## config.mk

```make
export PLATFORM = sky130hd
export DESIGN_NAME = dma_address_timer_slice
export DESIGN_NICKNAME = d
export VERILOG_FILES = /design/src/hw/slice_pkg.sv /design/src/hw/counter_ctl_if.sv /design/src/hw/counter_pair.sv /design/src/hw/dma_address_timer_slice.sv
export SDC_FILE = /design/constraint.sdc
export NUM_CORES = 1
export LEC_CHECK = 0
export BUFFER_PORTS_ARGS = -buffer_cell sky130_fd_sc_hd__buf_2
export CAP_MARGIN = 10
export CORE_ASPECT_RATIO = 1.75
export CORE_MARGIN = 4
export CORE_UTILIZATION = 44
export DETAILED_ROUTE_END_ITERATION = 7
export PLACE_DENSITY = 0.65
export SLEW_MARGIN = 15
export SYNTH_ARGS = -nofsm -noshare
export SYNTH_HDL_FRONTEND = slang
export SYNTH_SLANG_ARGS = --single-unit
export TNS_END_PERCENT = 10
```

## constraint.sdc

```tcl
create_clock -name mclk -period 2.4 [get_ports mclk]
set_clock_uncertainty 0.15 [all_clocks]
set_input_delay 0.48 -clock mclk [delete_from_list [all_inputs] [get_ports mclk]]
set_output_delay 0.48 -clock mclk [all_outputs]
set_load 0.01 [all_outputs]
```

## src/hw/slice_pkg.sv

```systemverilog
// Package for the address/timer slice: instruction codes, modes, mux selects.
// Assumes a single rising-edge clock domain.
package slice_pkg;
    localparam int DataWidth = 8;
    localparam int ModeWidth = 3;
    // Mode register field positions
    localparam int ModeBit0Pos = 0;
    localparam int ModeBit1Pos = 1;
    localparam int AddrDirPos = 2;
    localparam logic [2:0] ModeResetValue = 3'h0;
    localparam logic [7:0] CounterResetValue = 8'h00;
    localparam logic [7:0] AllOnes = 8'hFF;
    localparam logic [7:0] CountOne = 8'h01;
    // Instruction codes
    localparam logic [3:0] write_mode_cmd = 4'h0;
    localparam logic [3:0] read_mode_cmd = 4'h1;
    localparam logic [3:0] read_word_cmd = 4'h2;
    localparam logic [3:0] read_addr_cmd = 4'h3;
    localparam logic [3:0] reload_both_cmd = 4'h4;
    localparam logic [3:0] load_addr_cmd = 4'h5;
    localparam logic [3:0] load_word_cmd = 4'h6;
    localparam logic [3:0] count_enable_cmd = 4'h7;
    localparam logic [3:0] timer_write_mode_cmd = 4'h8;
    localparam logic [3:0] timer_reload_addr_cmd = 4'h9;
    localparam logic [3:0] timer_read_word_cmd = 4'hA;
    localparam logic [3:0] timer_read_addr_cmd = 4'hB;
    localparam logic [3:0] timer_reload_both_cmd = 4'hC;
    localparam logic [3:0] timer_load_addr_cmd = 4'hD;
    localparam logic [3:0] timer_load_word_cmd = 4'hE;
    localparam logic [3:0] timer_reload_word_cmd = 4'hF;
    // Operating modes
    typedef enum logic [1:0] {
        ModeZero = 2'h0,
        ModeCompare = 2'h1,
        ModeAddrCompare = 2'h2,
        ModeCarryOut = 2'h3
    } op_mode_e;
    // Counter next-value actions
    typedef enum logic [1:0] {
        ActHold = 2'h0,
        ActCount = 2'h1,
        ActLoad = 2'h3,
        ActClear = 2'h2
    } cnt_act_e;
    // Multiplexer selections
    typedef enum logic [1:0] {
        SelHigh = 2'h0,
        SelMode = 2'h1,
        SelWord = 2'h3,
        SelAddr = 2'h2
    } mux_sel_e;
endpackage

```

## src/hw/counter_ctl_if.sv

```systemverilog
// Control bundle between the decoder and one counter/holding-register pair.
// Assumes both ends share mclk.
`timescale 1ns/1ps
interface counter_ctl_if;
    import slice_pkg::*;
    cnt_act_e act;
    logic loadHold;
    logic up;
    logic [7:0] loadData;
    logic [7:0] holdValue;
    logic [7:0] count;
    modport ctl (output act, output loadHold, output up, output loadData,
        input holdValue, input count);
    modport cnt (input act, input loadHold, input up, input loadData,
        output holdValue, output count);
endinterface

```

## src/hw/counter_pair.sv

```systemverilog
// One eight-bit up/down counter with its holding register.
// Assumes carry-in is active low and synchronous to mclk.
`timescale 1ns/1ps
module counter_pair
    import slice_pkg::*;
(
    input wire logic mclk, // Clock
    input wire logic rst_n, // Async reset
    input wire logic carryIn_n, // Count permit
    counter_ctl_if.cnt ctl // Control bundle
);
    logic [7:0] count_q;
    logic [7:0] hold_q;
    wire [7:0] stepped = ctl.up ? 8'(count_q + CountOne) : 8'(count_q - CountOne);
    wire logic reloadFromHold = (ctl.act == ActLoad) && !ctl.loadHold;
    logic [7:0] count_d;

    always_comb begin
        case (ctl.act)
            ActCount: count_d = carryIn_n ? count_q : stepped;
            ActLoad: count_d = ctl.loadData;
            ActClear: count_d = CounterResetValue;
            default: count_d = count_q;
        endcase
    end

    always_ff @(posedge mclk or negedge rst_n) begin
        if (!rst_n) begin
            count_q <= CounterResetValue;
            hold_q <= CounterResetValue;
        end else begin
            count_q <= count_d;
            if (ctl.loadHold) begin
                hold_q <= ctl.loadData;
            end
        end
    end

    assign ctl.count = count_q;
    assign ctl.holdValue = hold_q;
endmodule

```

## src/hw/dma_address_timer_slice.sv

```systemverilog
// Top of the eight-bit DMA address / dual timer slice.
// Assumes a microprogrammed controller drives code, data and carries on mclk.
`timescale 1ns/1ps
module dma_address_timer_slice
    import slice_pkg::*;
(
    input wire logic mclk, // Clock, rising edge
    input wire logic rst_n, // Async reset, active low
    input wire logic [3:0] instruction_code, // Instruction code
    input wire logic instr_disable, // High disables code bits 0-2
    input wire logic data_oe_n, // Data output enable, active low
    input wire logic [7:0] dataIn, // Data lines in
    output logic [7:0] dataOut, // Data lines out
    output logic dataOe, // Data lines drive enable
    input wire logic word_carry_in_n, // Word carry in
    output logic word_carry_out_n, // Word carry out
    input wire logic addr_carry_in_n, // Address carry in
    output logic addr_carry_out_n, // Address carry out
    output logic doneOut, // Done, always low when driven
    output logic doneOe, // Done pull-down enable
    output logic [7:0] mux_output // Multiplexer value
);
    logic [2:0] mode_direction_control_q;
    counter_ctl_if wordCtl();
    counter_ctl_if addrCtl();

    // Effective code: disable forces enable-counters of the selected group
    wire logic timerGroup = instruction_code[3];
    wire logic [3:0] effCode = instr_disable ? count_enable_cmd
        : instruction_code;
    wire logic mode_bit0 = mode_direction_control_q[ModeBit0Pos];
    wire logic mode_bit1 = mode_direction_control_q[ModeBit1Pos];
    wire logic addr_direction_bit = mode_direction_control_q[AddrDirPos];
    op_mode_e opMode;
    assign opMode = op_mode_e'({mode_bit1, mode_bit0});
    wire logic clearMode = (opMode == ModeCompare);
    wire logic wordUp = (opMode == ModeCompare) || (opMode == ModeCarryOut);

    // Word reload action: mode 1 clears instead of copying
    function automatic cnt_act_e reloadAct(input logic clr);
        return clr ? ActClear : ActLoad;
    endfunction

    cnt_act_e wordAct;
    cnt_act_e addrAct;
    mux_sel_e muxSel;
    logic loadMode;
    logic wordLoadReg;
    logic addrLoadReg;
    logic [7:0] wordLoadVal;
    logic [7:0] addrLoadVal;

    always_comb begin
        wordAct = ActHold;
        addrAct = ActHold;
        muxSel = SelHigh;
        loadMode = 1'b0;
        wordLoadReg = 1'b0;
        addrLoadReg = 1'b0;
        wordLoadVal = wordCtl.holdValue;
        addrLoadVal = addrCtl.holdValue;
        case (effCode)
            write_mode_cmd: begin
                loadMode = 1'b1;
            end
            read_mode_cmd: muxSel = SelMode;
            read_word_cmd: muxSel = SelWord;
            read_addr_cmd: muxSel = SelAddr;
            reload_both_cmd, timer_reload_both_cmd: begin
                wordAct = reloadAct(clearMode);
                addrAct = ActLoad;
                muxSel = SelAddr;
            end
            load_addr_cmd: begin
                addrAct = ActLoad;
                addrLoadReg = 1'b1;
                addrLoadVal = dataIn;
                muxSel = SelWord;
            end
            load_word_cmd, timer_load_word_cmd: begin
                wordAct = reloadAct(clearMode);
                wordLoadReg = 1'b1;
                wordLoadVal = dataIn;
                addrAct = effCode[3] ? ActCount : ActHold;
            end
            count_enable_cmd: begin
                wordAct = (opMode == ModeAddrCompare) ? ActHold : ActCount;
                addrAct = ActCount;
                muxSel = timerGroup ? SelWord : SelAddr;
            end
            timer_write_mode_cmd: begin
                loadMode = 1'b1;
                wordAct = ActCount;
                addrAct = ActCount;
                muxSel = SelMode;
            end
            timer_reload_addr_cmd: begin
                addrAct = ActLoad;
                wordAct = ActCount;
                muxSel = SelAddr;
            end
            timer_read_word_cmd, timer_read_addr_cmd: begin
                wordAct = ActCount;
                addrAct = ActCount;
                muxSel = effCode[0] ? SelAddr : SelWord;
            end
            timer_load_addr_cmd: begin
                addrAct = ActLoad;
                addrLoadReg = 1'b1;
                addrLoadVal = dataIn;
                wordAct = ActCount;
                muxSel = SelWord;
            end
            default: begin
                wordAct = reloadAct(clearMode);
                addrAct = ActCount;
                muxSel = SelWord;
            end
        endcase
        // Word counter never counts in address compare mode
        if (opMode == ModeAddrCompare && wordAct == ActCount) begin
            wordAct = ActHold;
        end
    end

    assign wordCtl.act = wordAct;
    assign wordCtl.loadHold = wordLoadReg;
    assign wordCtl.up = wordUp;
    assign wordCtl.loadData = wordLoadVal;
    assign addrCtl.act = addrAct;
    assign addrCtl.loadHold = addrLoadReg;
    assign addrCtl.up = !addr_direction_bit;
    assign addrCtl.loadData = addrLoadVal;

    counter_pair wordPair (
        .mclk(mclk),
        .rst_n(rst_n),
        .carryIn_n(word_carry_in_n),
        .ctl(wordCtl)
    );
    counter_pair addrPair (
        .mclk(mclk),
        .rst_n(rst_n),
        .carryIn_n(addr_carry_in_n),
        .ctl(addrCtl)
    );

    always_ff @(posedge mclk or negedge rst_n) begin
        if (!rst_n) begin
            mode_direction_control_q <= ModeResetValue;
        end else if (loadMode) begin
            mode_direction_control_q <= dataIn[2:0];
        end
    end

    // Output multiplexer
    wire logic [7:0] wordCnt = wordCtl.count;
    wire logic [7:0] addrCnt = addrCtl.count;
    assign mux_output = (muxSel == SelMode) ? {5'h1F, mode_direction_control_q}
        : (muxSel == SelWord) ? wordCnt
        : (muxSel == SelAddr) ? addrCnt
        : AllOnes;
    assign dataOut = mux_output;
    assign dataOe = !data_oe_n;

    // Transfer complete
    wire logic wordCarryLow = !word_carry_in_n;
    logic doneHigh;
    always_comb begin
        case (opMode)
            ModeZero: doneHigh = wordCarryLow ? (wordCnt == CountOne)
                : (wordCnt == CounterResetValue);
            ModeCompare: doneHigh = wordCarryLow
                ? (8'(wordCnt + CountOne) == wordCtl.holdValue)
                : (wordCnt == wordCtl.holdValue);
            ModeAddrCompare: doneHigh = (addrCnt == wordCnt);
            default: doneHigh = 1'b0;
        endcase
    end
    assign doneOut = 1'b0;
    assign doneOe = !doneHigh;

    // Carry outputs
    wire logic wordTerm = wordUp ? (wordCnt == AllOnes) : (wordCnt == CounterResetValue);
    wire logic addrTerm = addr_direction_bit ? (addrCnt == CounterResetValue)
        : (addrCnt == AllOnes);
    assign word_carry_out_n = !(wordTerm && wordCarryLow);
    assign addr_carry_out_n = !(addrTerm && !addr_carry_in_n);

    // Checks
    wire logic [4:0] issued = {instr_disable, instruction_code};
    wire logic [7:0] wordReg = wordCtl.holdValue;
    wire logic [7:0] addrReg = addrCtl.holdValue;
endmodule

```

---- Yosys cells after proc, flatten, opt, wreduce, memory -nomap -nowiden ----
Index checks and enable logic that the tools add are counted.
operators by class
  reduce and logical (&&, ||, !) cells .... 29
  equal/unequal tests ..................... 35
  mux-type cells .......................... 29
  add/sub/neg operators ................... 4
operators with widths
  kind                                               number
  2-to-1 mux 8 bit                                   9
  one-hot mux 8 bit (3 select lines)                 2
  == test 4 bit (second input constant)              7
  == test 8 bit                                      3
  adder 8 x 1 -> 8 bit (second input constant)       2
  == test 2 bit (second input constant)              8
  == test 4 x 3 -> 1 bit (second input constant)     4
  == test 8 bit (second input constant)              2
  logical NOT 8 bit                                  2
  subtractor 8 x 1 -> 8 bit (second input constant)  2
  OR reduction 5 bit                                 3
  2-to-1 mux 1 bit                                   12
  one-hot mux 2 bit (3 select lines)                 2
  == test 2 x 1 -> 1 bit (second input constant)     5
  one-hot mux 2 bit (5 select lines)                 1
  OR reduction 2 bit                                 5
  == test 4 x 2 -> 1 bit (second input constant)     2
  == test 8 x 1 -> 1 bit (second input constant)     1
  OR reduction 4 bit                                 2
  logical NOT 1 bit                                  6
  nonzero test 3 bit                                 2
  == test 4 x 1 -> 1 bit (second input constant)     1
  logical NOT 4 bit                                  1
  2-to-1 mux 4 bit                                   1
  other kinds (8)                                    12
word-level totals
  input port bits ......................... 18
  flip-flop bits (word level) ............. 35

---- Longest topological paths before layout ----
Gate-level depths: netlist of the first run.
  depth in word-level cells ............... 10
  depth in mapped cells ................... 9

---- Cells and area by module ----
From an unflattened synthesis of the first run, not the netlist that was laid out.
second synthesis, totals
  cells, all modules ...................... 337
  area total of the unflattened synthesis .. 3146.8 um^2
by module, submodules not included
  module                   times used  area an instance (um^2)  cells an instance  sequential area each (um^2)
  counter_pair             2           959.7                    88                 400.4
  dma_address_timer_slice  1           1227.4                   161                75.1

---- Worst setup path before layout of the first run ----
No wires, ideal clock.
  path type ............................... input -> output
  start point ............................. input port instruction_code[3]
  end point ............................... output port mux_output[0]
  data arrival time ....................... 1.962 ns
  data required time ...................... 1.770 ns
  path buffers ............................ 2
  cell stages on the path ................. 7
  path slack .............................. -0.192 ns
  path through ............................ buf_4 -> nand2b_1 -> o22ai_1 -> a222oi_1 -> o22ai_1 -> o21ai_1 -> buf_4
on the way
  cells in the longest elaborated chain, start to end .. 8
ends and longest elaborated chain
  element                                               RTL line                        RTL
  from (decl)                                           dma_address_timer_slice.sv:9    input wire logic [3:0] instruction_code,
  2-to-1 mux 4 bit                                      dma_address_timer_slice.sv:29   wire logic [3:0] effCode = instr_disable ? count_enable_cmd
  == test 4 bit (tied with other cells)                 dma_address_timer_slice.sv:62   case (effCode)
  OR reduction 4 bit (no line) (tied with other cells)  --
  one-hot mux 2 bit (5 select lines) *                  dma_address_timer_slice.sv:62
  == test 2 bit                                         dma_address_timer_slice.sv:161  : (muxSel == SelAddr) ? addrCnt
  2-to-1 mux 8 bit                                      dma_address_timer_slice.sv:161
  2-to-1 mux 8 bit                                      dma_address_timer_slice.sv:160  : (muxSel == SelWord) ? wordCnt
  2-to-1 mux 8 bit *                                    dma_address_timer_slice.sv:159  assign mux_output = (muxSel == SelMode) ? {5'h1F, mode_direction_control_q}
  to (decl)                                             dma_address_timer_slice.sv:21   output logic [7:0] mux_output
Mark *: on every way between the ends. The rest lies on a longest branch, timed or not.

---- Final worst setup path of the first run ----
  start point ............................. register wordPair.count_q[3] (netlist: wordPair.ctl.count[3])
  end point ............................... output port doneOe
on the way
  cells in the longest elaborated chain, start to end .. 5
ends and longest elaborated chain
  element                               RTL line                        RTL
  from (decl)                           counter_pair.sv:12              logic [7:0] count_q;
  from (signal assigned)                counter_pair.sv:29              count_q <= CounterResetValue;
  from (signal assigned)                counter_pair.sv:32              count_q <= count_d;
  adder 8 x 1 -> 8 bit                  dma_address_timer_slice.sv:174  ? (8'(wordCnt + CountOne) == wordCtl.holdValue)
  == test 8 bit                         dma_address_timer_slice.sv:174
  2-to-1 mux 1 bit                      dma_address_timer_slice.sv:174
  one-hot mux 1 bit (3 select lines) *  dma_address_timer_slice.sv:170  case (opMode)
  logical NOT 1 bit *                   dma_address_timer_slice.sv:181  assign doneOe = !doneHigh;
  to (decl)                             dma_address_timer_slice.sv:20   output logic doneOe,
Marked as above.

==> results of run 1 <==
==> kinds of logic after synthesis <==
| kind of cell | Yosys count | share of synthesized area (%) |
|---|---|---|
| flip-flops | 35 | 30.6 |
| AND/OR/NAND/NOR | 85 | 16.9 |
| multiplexers | 22 | 8.87 |
| adder cells (fa/ha/maj) | 11 | 5.07 |
| other | 1 | 0.131 |
| buffers and inverters | 43 | 7.87 |
| AO/OA/AOI/OAI | 97 | 22.9 |
| XOR/XNOR | 25 | 7.65 |
==> cells in the final DEF, fill, tap and decap left out, types with 7 or more instances in the layout <==
master	netlist	routed
buf_4	11	36
buf_2	12	35
dfrtp_1	35	33
nand2_1	16	16
nor2_1	17	15
mux2_2	15	15
o21ai_0	17	14
a21oi_1	14	14
xnor2_1	14	14
inv_1	11	11
xor2_1	11	11
a31oi_1	11	11
nor3_1	10	9
o22ai_1	9	8
ha_1	10	8
nor4_1	7	7
o22a_1	7	7
==> final timing paths <==
check                                                 start                   endpoint  cells past startpoint
worst max-delay path                  wordPair.ctl.count[3]                     doneOe                      6
worst min-delay path                                  rst_n  wordPair.ctl.holdValue[0]                      1
worst max register to register  mode_direction_control_q[2]      addrPair.ctl.count[7]                      7
worst min register to register    addrPair.ctl.holdValue[1]  addrPair.ctl.holdValue[1]                      1
max in group asynchronous                             rst_n      wordPair.ctl.count[2]                      1
min in group mclk                                 dataIn[6]  addrPair.ctl.holdValue[6]                      2
==> stage by stage <==
stage | setup WS, ns | setup TNS [ns] | power, W | utilization [%] | cell area (sq um)
after floorplan | -0.113 | -0.263 | 0.00242 | - | 2900
after global placement | -0.00994 | -0.0195 | 0.00301 | 52.5 | 3290
after detailed placement | -0.0356 | -0.134 | 0.00304 | 52.5 | 3290
after CTS | -0.181 | -0.340 | 0.00354 | 54.7 | 3440
after global routing | -0.307 | -1.32 | 0.00387 | 55.6 | 3490
final | -0.275 | -0.490 | 0.00361 | 55.6 | 3490
==> cells in the mapped netlist (4+ instances only) <==
cell type  count  area share (%)
nand2b_1       7             1.5
a21oi_1       14             2.4
nor4_1         7             1.5
nand4_1        5             1.1
mux2i_1        4             1.4
o22a_1         7             2.1
and2_1         6             1.3
ha_1          10             4.4
xor2_1        11             3.4
nor2_1        17             2.2
xnor2_1       14             4.3
a21o_1         5             1.3
clkbuf_1       6            0.79
buf_2         12             2.1
o21ai_1        6             1.0
nand2_1       16             2.1
inv_1         11             1.4
a22oi_1        5             1.3
a31oi_1       11             2.4
o22ai_1        9             2.0
buf_4         11             2.9
dfrtp_1       35              31
nor3_1        10             1.7
o21ai_0       17             3.0
mux2_2        15             5.9
==> worst max-delay path, stage by stage (launching register included) <==
cell     delay, ns
dfrtp_1       0.39
or4_4         0.57
nor3_4        0.20
nor4b_4       0.25
a41o_1        0.15
a31oi_1       0.05
buf_2         0.15
==> power by group through the flow <==
| stage | clock network (W) | registers, W | logic [W] |
|---|---|---|---|
| finish | 0.000431 | 0.00102 | 0.00216 |
| detailed placement | 0 | 0.00102 | 0.00203 |
| floorplan | 0 | 0.000929 | 0.00149 |
| global placement | 0 | 0.00101 | 0.00199 |
| CTS | 0.000437 | 0.00102 | 0.00209 |
| global route | 0.000462 | 0.00106 | 0.00236 |
==> flip-flops by register name, summed over array words and instances (netlist names) <==
register,count
wordPair.ctl.holdValue,8
mode_direction_control_q,3
addrPair.ctl.count,8
wordPair.ctl.count,8
addrPair.ctl.holdValue,8
==> final cells by class <==
cell class              count  area, sq um
fillers                   622         2790
multi-input cells         241         1850
flip-flops and latches     35          878
repair buffers             77          527
well taps                  80          100
clock buffers               6         72.6
inverters                  13         51.3
clock inverters             2         12.5
==> repair_timing <==
action,in CTS,in global routing
buffers inserted,2,1
endpoints found under the setup margin,11,9
gates resized for setup,12,11
pin swaps,3,1
==> per-layer routing <==
layer  vias to the layer above  GRT usage, %  share of wire (%)
met5                         -             0                  0
met4                         0          14.3                5.6
met3                        29          2.16                2.5
met2                        64          39.5                 55
met1                      1290          23.7                 37
li1                       1269             -                  -
==> reports/metrics.yaml, run 1 <==
rsz0062_at_grt: "true"
path_class: "reg -> out"
grt_pass1_vias: 2675
status: "finished with violations"
core_sq_um: 6280
ys_ff_latch: 35
switching_share_pct: 43.4
drt_iter0_markers: 159
htreeDepth: 2
grt_start_max_net_pins: 36
synth-edff-count: 0
cts_buffer_depth: 2
period_share_pct: 111
syn-instance-count: 319
worstPathArrival_ns: 2.04
crit_fanout: 2
fmax_mhz: 374
finalCriticalPeriod_ns: 2.67
synth.net_count: 348
die_w_um: 69.0
cts_root_buf: "clkbuf_8"
overflow: 0
drv_cap: 0
worst_pin_slew_ns: 0.814
postRouteAntennaNets: 0
area_growth_pct: 21.9
yosys_most_used_dff: "dfrtp_1"
avgSynthCellArea_sq_um: 8.97
fp.dieH_um: 115
final-setup-viol-count: 3
cp-end-kind: "primary output"
grt_usage_pct: 22.2
required_ns: 1.77
r2r_slack_ns: 0.11
p_switching_w: 0.00157
cts_buffers: 5
netlist_area_sq_um: 2860
p_per_area_nw_per_um2: 1030
finalNonFillerCells: 454
fp-row-count: 38
slew_headroom_pct: 45.7
hpwl_mm: 6.28
drcViolationCount: 0
p_int_w: 0.00204
hold_ws_ns: 0.117
clkPwrFrac_pct: 11.9
clock_sinks: 35
ys_seq_area_share_pct: 30.6
nets: 402
ioPinCount: 39
portBuffers: 37
hold_class: "in -> async"
setup_slack_ns: -0.275
p_comb_share_pct: 59.8
yosysWarnings: 0
vias: 2652
dp_cells: 443
clk_latency_ns: 0.30
viasPerCell: 5.84
cts_tree: "done"
start_kind: "flop"
totalWireLength_mm: 8.23
antenna_found_initial: 0
peakVddDrop_mv: 0.630
dieArea_sq_um: 7910
p_leak_nw: 1.49
clk_pin_slew_ns: 0.08
grt_pass1_wl_mm: 13.0
hold_viol_final: 0
drv_slew: 0
n_antenna_cell: 0
initial_core_util_pct: 45.6
violations: "negative setup slack"
synth_cell_types: 62
place_congestion: 0.946
hold_buffers: 0
first_pass_iters: 4
async_flop_share_pct: 100
routedWlPerCell_um: 18.1
seqPwrFrac_pct: 28.3
drive_gt1_share_pct: 35.3
Power figures use the tool's default switching activity.
==> run 2: changes to the inputs <==
--- a/config.mk
+++ b/config.mk
@@ -11,6 +11,7 @@
 export CORE_MARGIN = 4
 export CORE_UTILIZATION = 44
 export DETAILED_ROUTE_END_ITERATION = 7
+export MAX_ROUTING_LAYER = met4
 export PLACE_DENSITY = 0.65
 export SLEW_MARGIN = 15
 export SYNTH_ARGS = -nofsm -noshare
==> run 2 against run 1 <==
  * The flow still finishes with violations (negative setup slack)
  * Sequential cell count unchanged
  * Clock power about the same
  * Sequential share of layout area unchanged
  * Global-route usage increased by 0.66 points
  * First-iteration DRC count increased by 14%
==> reports/metrics.yaml, run 2 (same netlist as run 1, synthesis figures left out) <==
status: "finished with violations"
violations: "negative setup slack"
drive_gt1_share_pct: 35.3
antenna_found_initial: 0
portBuffers: 37
slowest_delay_ns: 0.57
drt_iter0_markers: 182
ioPinCount: 39
grt_usage_pct: 22.9
crit_family: "simple AND/OR/NAND/NOR gates"
n_antenna_cell: 0
clk_latency_ns: 0.30
hold_class: "in -> async"
seq_area_sq_um: 878
drv_slew: 0
cts_tree: "done"
clk_pin_slew_ns: 0.08
htreeDepth: 2
core_sq_um: 6280
cts_root_buf: "clkbuf_8"
multi_input_area_sq_um: 1850
post-route-cell-area_sq_um: 3490
dieArea_sq_um: 7910
viasPerCell: 5.88
dpl-instance-area_sq_um: 3290
worstPathArrival_ns: 2.03
fp-row-count: 38
clock_sinks: 35
fmax_mhz: 376
worst_pin_slew_ns: 0.815
p_leak_nw: 1.49
setup_slack_ns: -0.257
vias: 2668
tns_ns: -0.466
start_kind: "flop"
routedWlPerCell_um: 18.2
crit_buf_inv: 1
crit_fanout: 2
final-setup-viol-count: 3
area_growth_pct: 21.9
crit_slowest_cell: "or4_4"
p_per_area_nw_per_um2: 1040
cts_buffers: 5
rsz0062_at_grt: "true"
cts_buffer_depth: 2
peakVddDrop_mv: 0.630
first_pass_iters: 4
hold_ws_ns: 0.118
postRouteAntennaNets: 0
overflow: 0
mostFrequentLayoutCells: "buf_4 (36), buf_2 (35), dfrtp_1 (33)"
period_share_pct: 111
finalCriticalPeriod_ns: 2.66
final_common_cell: "buf_4"
initial_core_util_pct: 45.6
place_congestion: 0.963
required_ns: 1.77
r2r_slack_ns: 0.11
slew_headroom_pct: 45.6
grt_start_max_net_pins: 36
drcViolationCount: 0
fp.dieH_um: 115
totalWireLength_mm: 8.24
drv_cap: 0
grt_pass1_vias: 2674
grt_pass1_wl_mm: 13.0
nets: 402
path_class: "reg -> out"
final_util_pct: 55.6
die_w_um: 69.0
hold_viol_final: 0
dp_slack_ns: -0.0356
cp-end-kind: "primary output"
hpwl_mm: 6.28
filler_cell_count: 622
cp_cell_sequence: "or4_4 -> nor3_4 -> nor4b_4 -> a41o_1 -> a31oi_1 -> buf_2"
## run 2: cell counts in the layout (fill, tap and decap cells not counted)
No cell type changed its count.
## run 2: through the flow
stage | cells | total power [W]
6_report | 454 | 0.00361
5_1_grt | 454 | 0.00387
3_5_place_dp | 443 | 0.00304
3_3_place_gp | 443 | 0.00301
2_1_floorplan | 319 | 0.00242
4_1_cts | 453 | 0.00354
## run 2: per-layer routing
layer | GRT usage [%] | share of wire, % | up-vias
li1 | - | - | 1269
met2 | 39.6 | 54 | 70
met1 | 23.7 | 37 | 1298
met3 | 2.16 | 3.0 | 31
met5 | - | 0 | -
met4 | 14.3 | 5.7 | 0
## run 2: path summary, 6_finish.rpt
check / start / end / depth (start not counted)
worst max-delay path: wordPair.ctl.count[3] / doneOe / 6
worst min-delay path: rst_n / wordPair.ctl.holdValue[0] / 1
worst max register to register: mode_direction_control_q[2] / addrPair.ctl.count[7] / 7
worst min register to register: addrPair.ctl.holdValue[1] / addrPair.ctl.holdValue[1] / 1
max in group asynchronous: rst_n / wordPair.ctl.count[2] / 1
min in group mclk: dataIn[6] / addrPair.ctl.holdValue[6] / 2
## run 2: repair_timing
item / in CTS / in global routing
buffers inserted: 2 / 1
setup endpoints to repair: 11 / 9
pin swaps: 3 / 1
hold buffers: 0 / 0
gates resized for setup: 12 / 11
## run 2: power by group
part | total [W] | switching, W | leakage [nW] | internal (W)
Sequential | 0.00102 | 0.000235 | 0.422 | 0.000786
Combinational | 0.00216 | 0.00110 | 1.02 | 0.00105
Clock | 0.000433 | 0.000231 | 0.0412 | 0.000203
## run 2: layout make-up
class | count | area share, %
Multi-Input combinational cell | 241 | 53.0
Sequential cell | 35 | 25.2
Timing Repair Buffer | 77 | 15.1
Tap cell | 80 | 2.87
Clock buffer | 6 | 2.08
Inverter | 13 | 1.47
Clock inverter | 2 | 0.359
==> run 3: changes to the inputs <==
--- a/config.mk
+++ b/config.mk
@@ -12,7 +12,7 @@
 export CORE_UTILIZATION = 44
 export DETAILED_ROUTE_END_ITERATION = 7
 export MAX_ROUTING_LAYER = met4
-export PLACE_DENSITY = 0.65
+export PLACE_DENSITY = 0.63
 export SLEW_MARGIN = 15
 export SYNTH_ARGS = -nofsm -noshare
 export SYNTH_HDL_FRONTEND = slang
==> constraint.sdc (replaced) <==
create_clock -name mclk -period 2.7 [get_ports mclk]
set_clock_uncertainty 0.15 [all_clocks]
set_input_delay 0.54 -clock mclk [delete_from_list [all_inputs] [get_ports mclk]]
set_output_delay 0.54 -clock mclk [all_outputs]
set_load 0.01 [all_outputs]
==> run 3 against run 2 <==
  * Via count down 0.37%
  * Sequential share of layout area rose by 0.51 points
  * Clock-buffer cell count did not move
  * Critical path depth rose by 2
  * Die area is the same
  * The run still ends with negative setup slack left
  * Critical endpoint unchanged
==> reports/metrics.yaml, run 3 (same netlist as run 1, synthesis figures left out) <==
status: "finished with violations"
violations: "negative setup slack"
required_ns: 2.01
routedWlPerCell_um: 18.0
grt_pass1_vias: 2604
cts_buffers: 5
cp-end-kind: "primary output"
clk_pin_slew_ns: 0.07
grt_usage_pct: 22.4
clock_sinks: 35
tns_ns: -0.000413
vias: 2658
start_kind: "flop"
cts_tree: "done"
nets: 396
hold_viol_final: 0
hpwl_mm: 6.22
drt_iter0_markers: 153
fp-row-count: 38
path_class: "reg -> out"
initial_core_util_pct: 45.6
ioPinCount: 39
drv_cap: 0
drcViolationCount: 0
antenna_found_initial: 0
viasPerCell: 5.93
met3_length_um: 204
htreeDepth: 2
peakVddDrop_mv: 0.453
final_common_cell: "buf_2"
slew_headroom_pct: 45.7
finalCriticalPeriod_ns: 2.70
final-setup-viol-count: 1
die_w_um: 69.0
place_congestion: 0.967
dp_slack_ns: 0.0966
dr.max_layer_used: "met4"
setup_slack_ns: -0.000413
drive_gt1_share_pct: 33.7
grt_start_max_net_pins: 36
cp_cell_sequence: "buf_12 -> buf_4 -> ha_2 -> mux2i_2 -> nor4b_4 -> a41o_1 -> a31oi_1 -> buf_2"
area_growth_pct: 19.7
totalWireLength_mm: 8.04
hold_buffers: 0
crit_slowest_cell: "dfrtp_2"
crit_fanout: 4
core_sq_um: 6280
cts_root_buf: "clkbuf_8"
final_util_pct: 54.6
portBuffers: 37
fp.dieH_um: 115
fmax_mhz: 370
clk_latency_ns: 0.29
first_pass_iters: 4
hold_class: "in -> async"
overflow: 0
drt-met1-wl_mm: 3.04
worstPathArrival_ns: 2.01
drv_slew: 0
rsz0062_at_grt: "true"
n_antenna_cell: 0
period_share_pct: 100
worst_pin_slew_ns: 0.814
p_leak_nw: 1.45
total_power_w: 0.00314
wl_met2_mm: 4.43
mostFrequentLayoutCells: "buf_2 (34), dfrtp_1 (32), buf_4 (32)"
grt_pass1_wl_mm: 12.7
slowest_delay_ns: 0.44
cts_buffer_depth: 2
dieArea_sq_um: 7910
filler_cell_count: 631
p_per_area_nw_per_um2: 917
postRouteAntennaNets: 0
-- run 3: worst max-delay path: cells and delay by family (launching register included) --
kind	cells	cell delay (ns)
AOI/OAI and AO/OA	2	0.38
adders and majority gates	1	0.18
buffers and inverters	3	0.43
DFF	1	0.44
muxes	1	0.22
and+or+nand+nor	1	0.08
-- run 3: metrics by stage --
| stage | instance area (sq um) | hold slack (ns) | std cells |
|---|---|---|---|
| 2_1_floorplan | 2860 | 0.0944 | 319 |
| 3_3_place_gp | 3180 | 0.329 | 432 |
| 3_5_place_dp | 3180 | 0.338 | 432 |
| 4_1_cts | 3370 | 0.218 | 446 |
| 5_1_grt | 3430 | 0.255 | 448 |
| 6_report | 3430 | 0.176 | 448 |
-- run 3: area by class of cell --
type / count / area [sq um] / share of cell area [%]
multi-input cells: 241 / 1830 / 53.3
flip-flops and latches: 35 / 880 / 25.7
inverters: 13 / 48.8 / 1.42
well taps: 80 / 100 / 2.92
clock buffers: 6 / 72.6 / 2.12
clock inverters: 2 / 12.5 / 0.365
repair buffers: 71 / 485 / 14.2
-- run 3: path summary, 6_finish.rpt --
check	from	endpoint	slack, ns	cells after the start
setup / recovery	wordPair.ctl.count[0]	doneOe	-0.0004	8
hold / removal	rst_n	wordPair.ctl.holdValue[0]	0.18	1
setup reg to reg	mode_direction_control_q[2]	addrPair.ctl.count[7]	0.35	7
hold reg to reg	addrPair.ctl.holdValue[6]	addrPair.ctl.holdValue[6]	0.35	1
max in group asynchronous	rst_n	wordPair.ctl.count[2]	1.67	1
min in group mclk	addrPair.ctl.holdValue[6]	addrPair.ctl.holdValue[6]	0.35	1
-- run 3: repair_timing --
| item | CTS | global route |
|---|---|---|
| pin swaps | 2 | 5 |
| resized for setup | 12 | 9 |
| endpoints found under the setup margin | 1 | 8 |
| buffers inserted | 6 | 2 |
-- run 3: power by group --
group / switching [W] / internal [W]
combinational: 0.000926 / 0.000899
sequential: 0.000237 / 0.000700
clock: 0.000200 / 0.000180
total: 0.00136 / 0.00178
-- run 3: per-layer routing --
layer	global-route usage, %	vias to the layer above
li1	-	1263
met1	23.2	1303
met2	39.9	65
met3	2.65	27
met4	10.8	0
met5	-	-
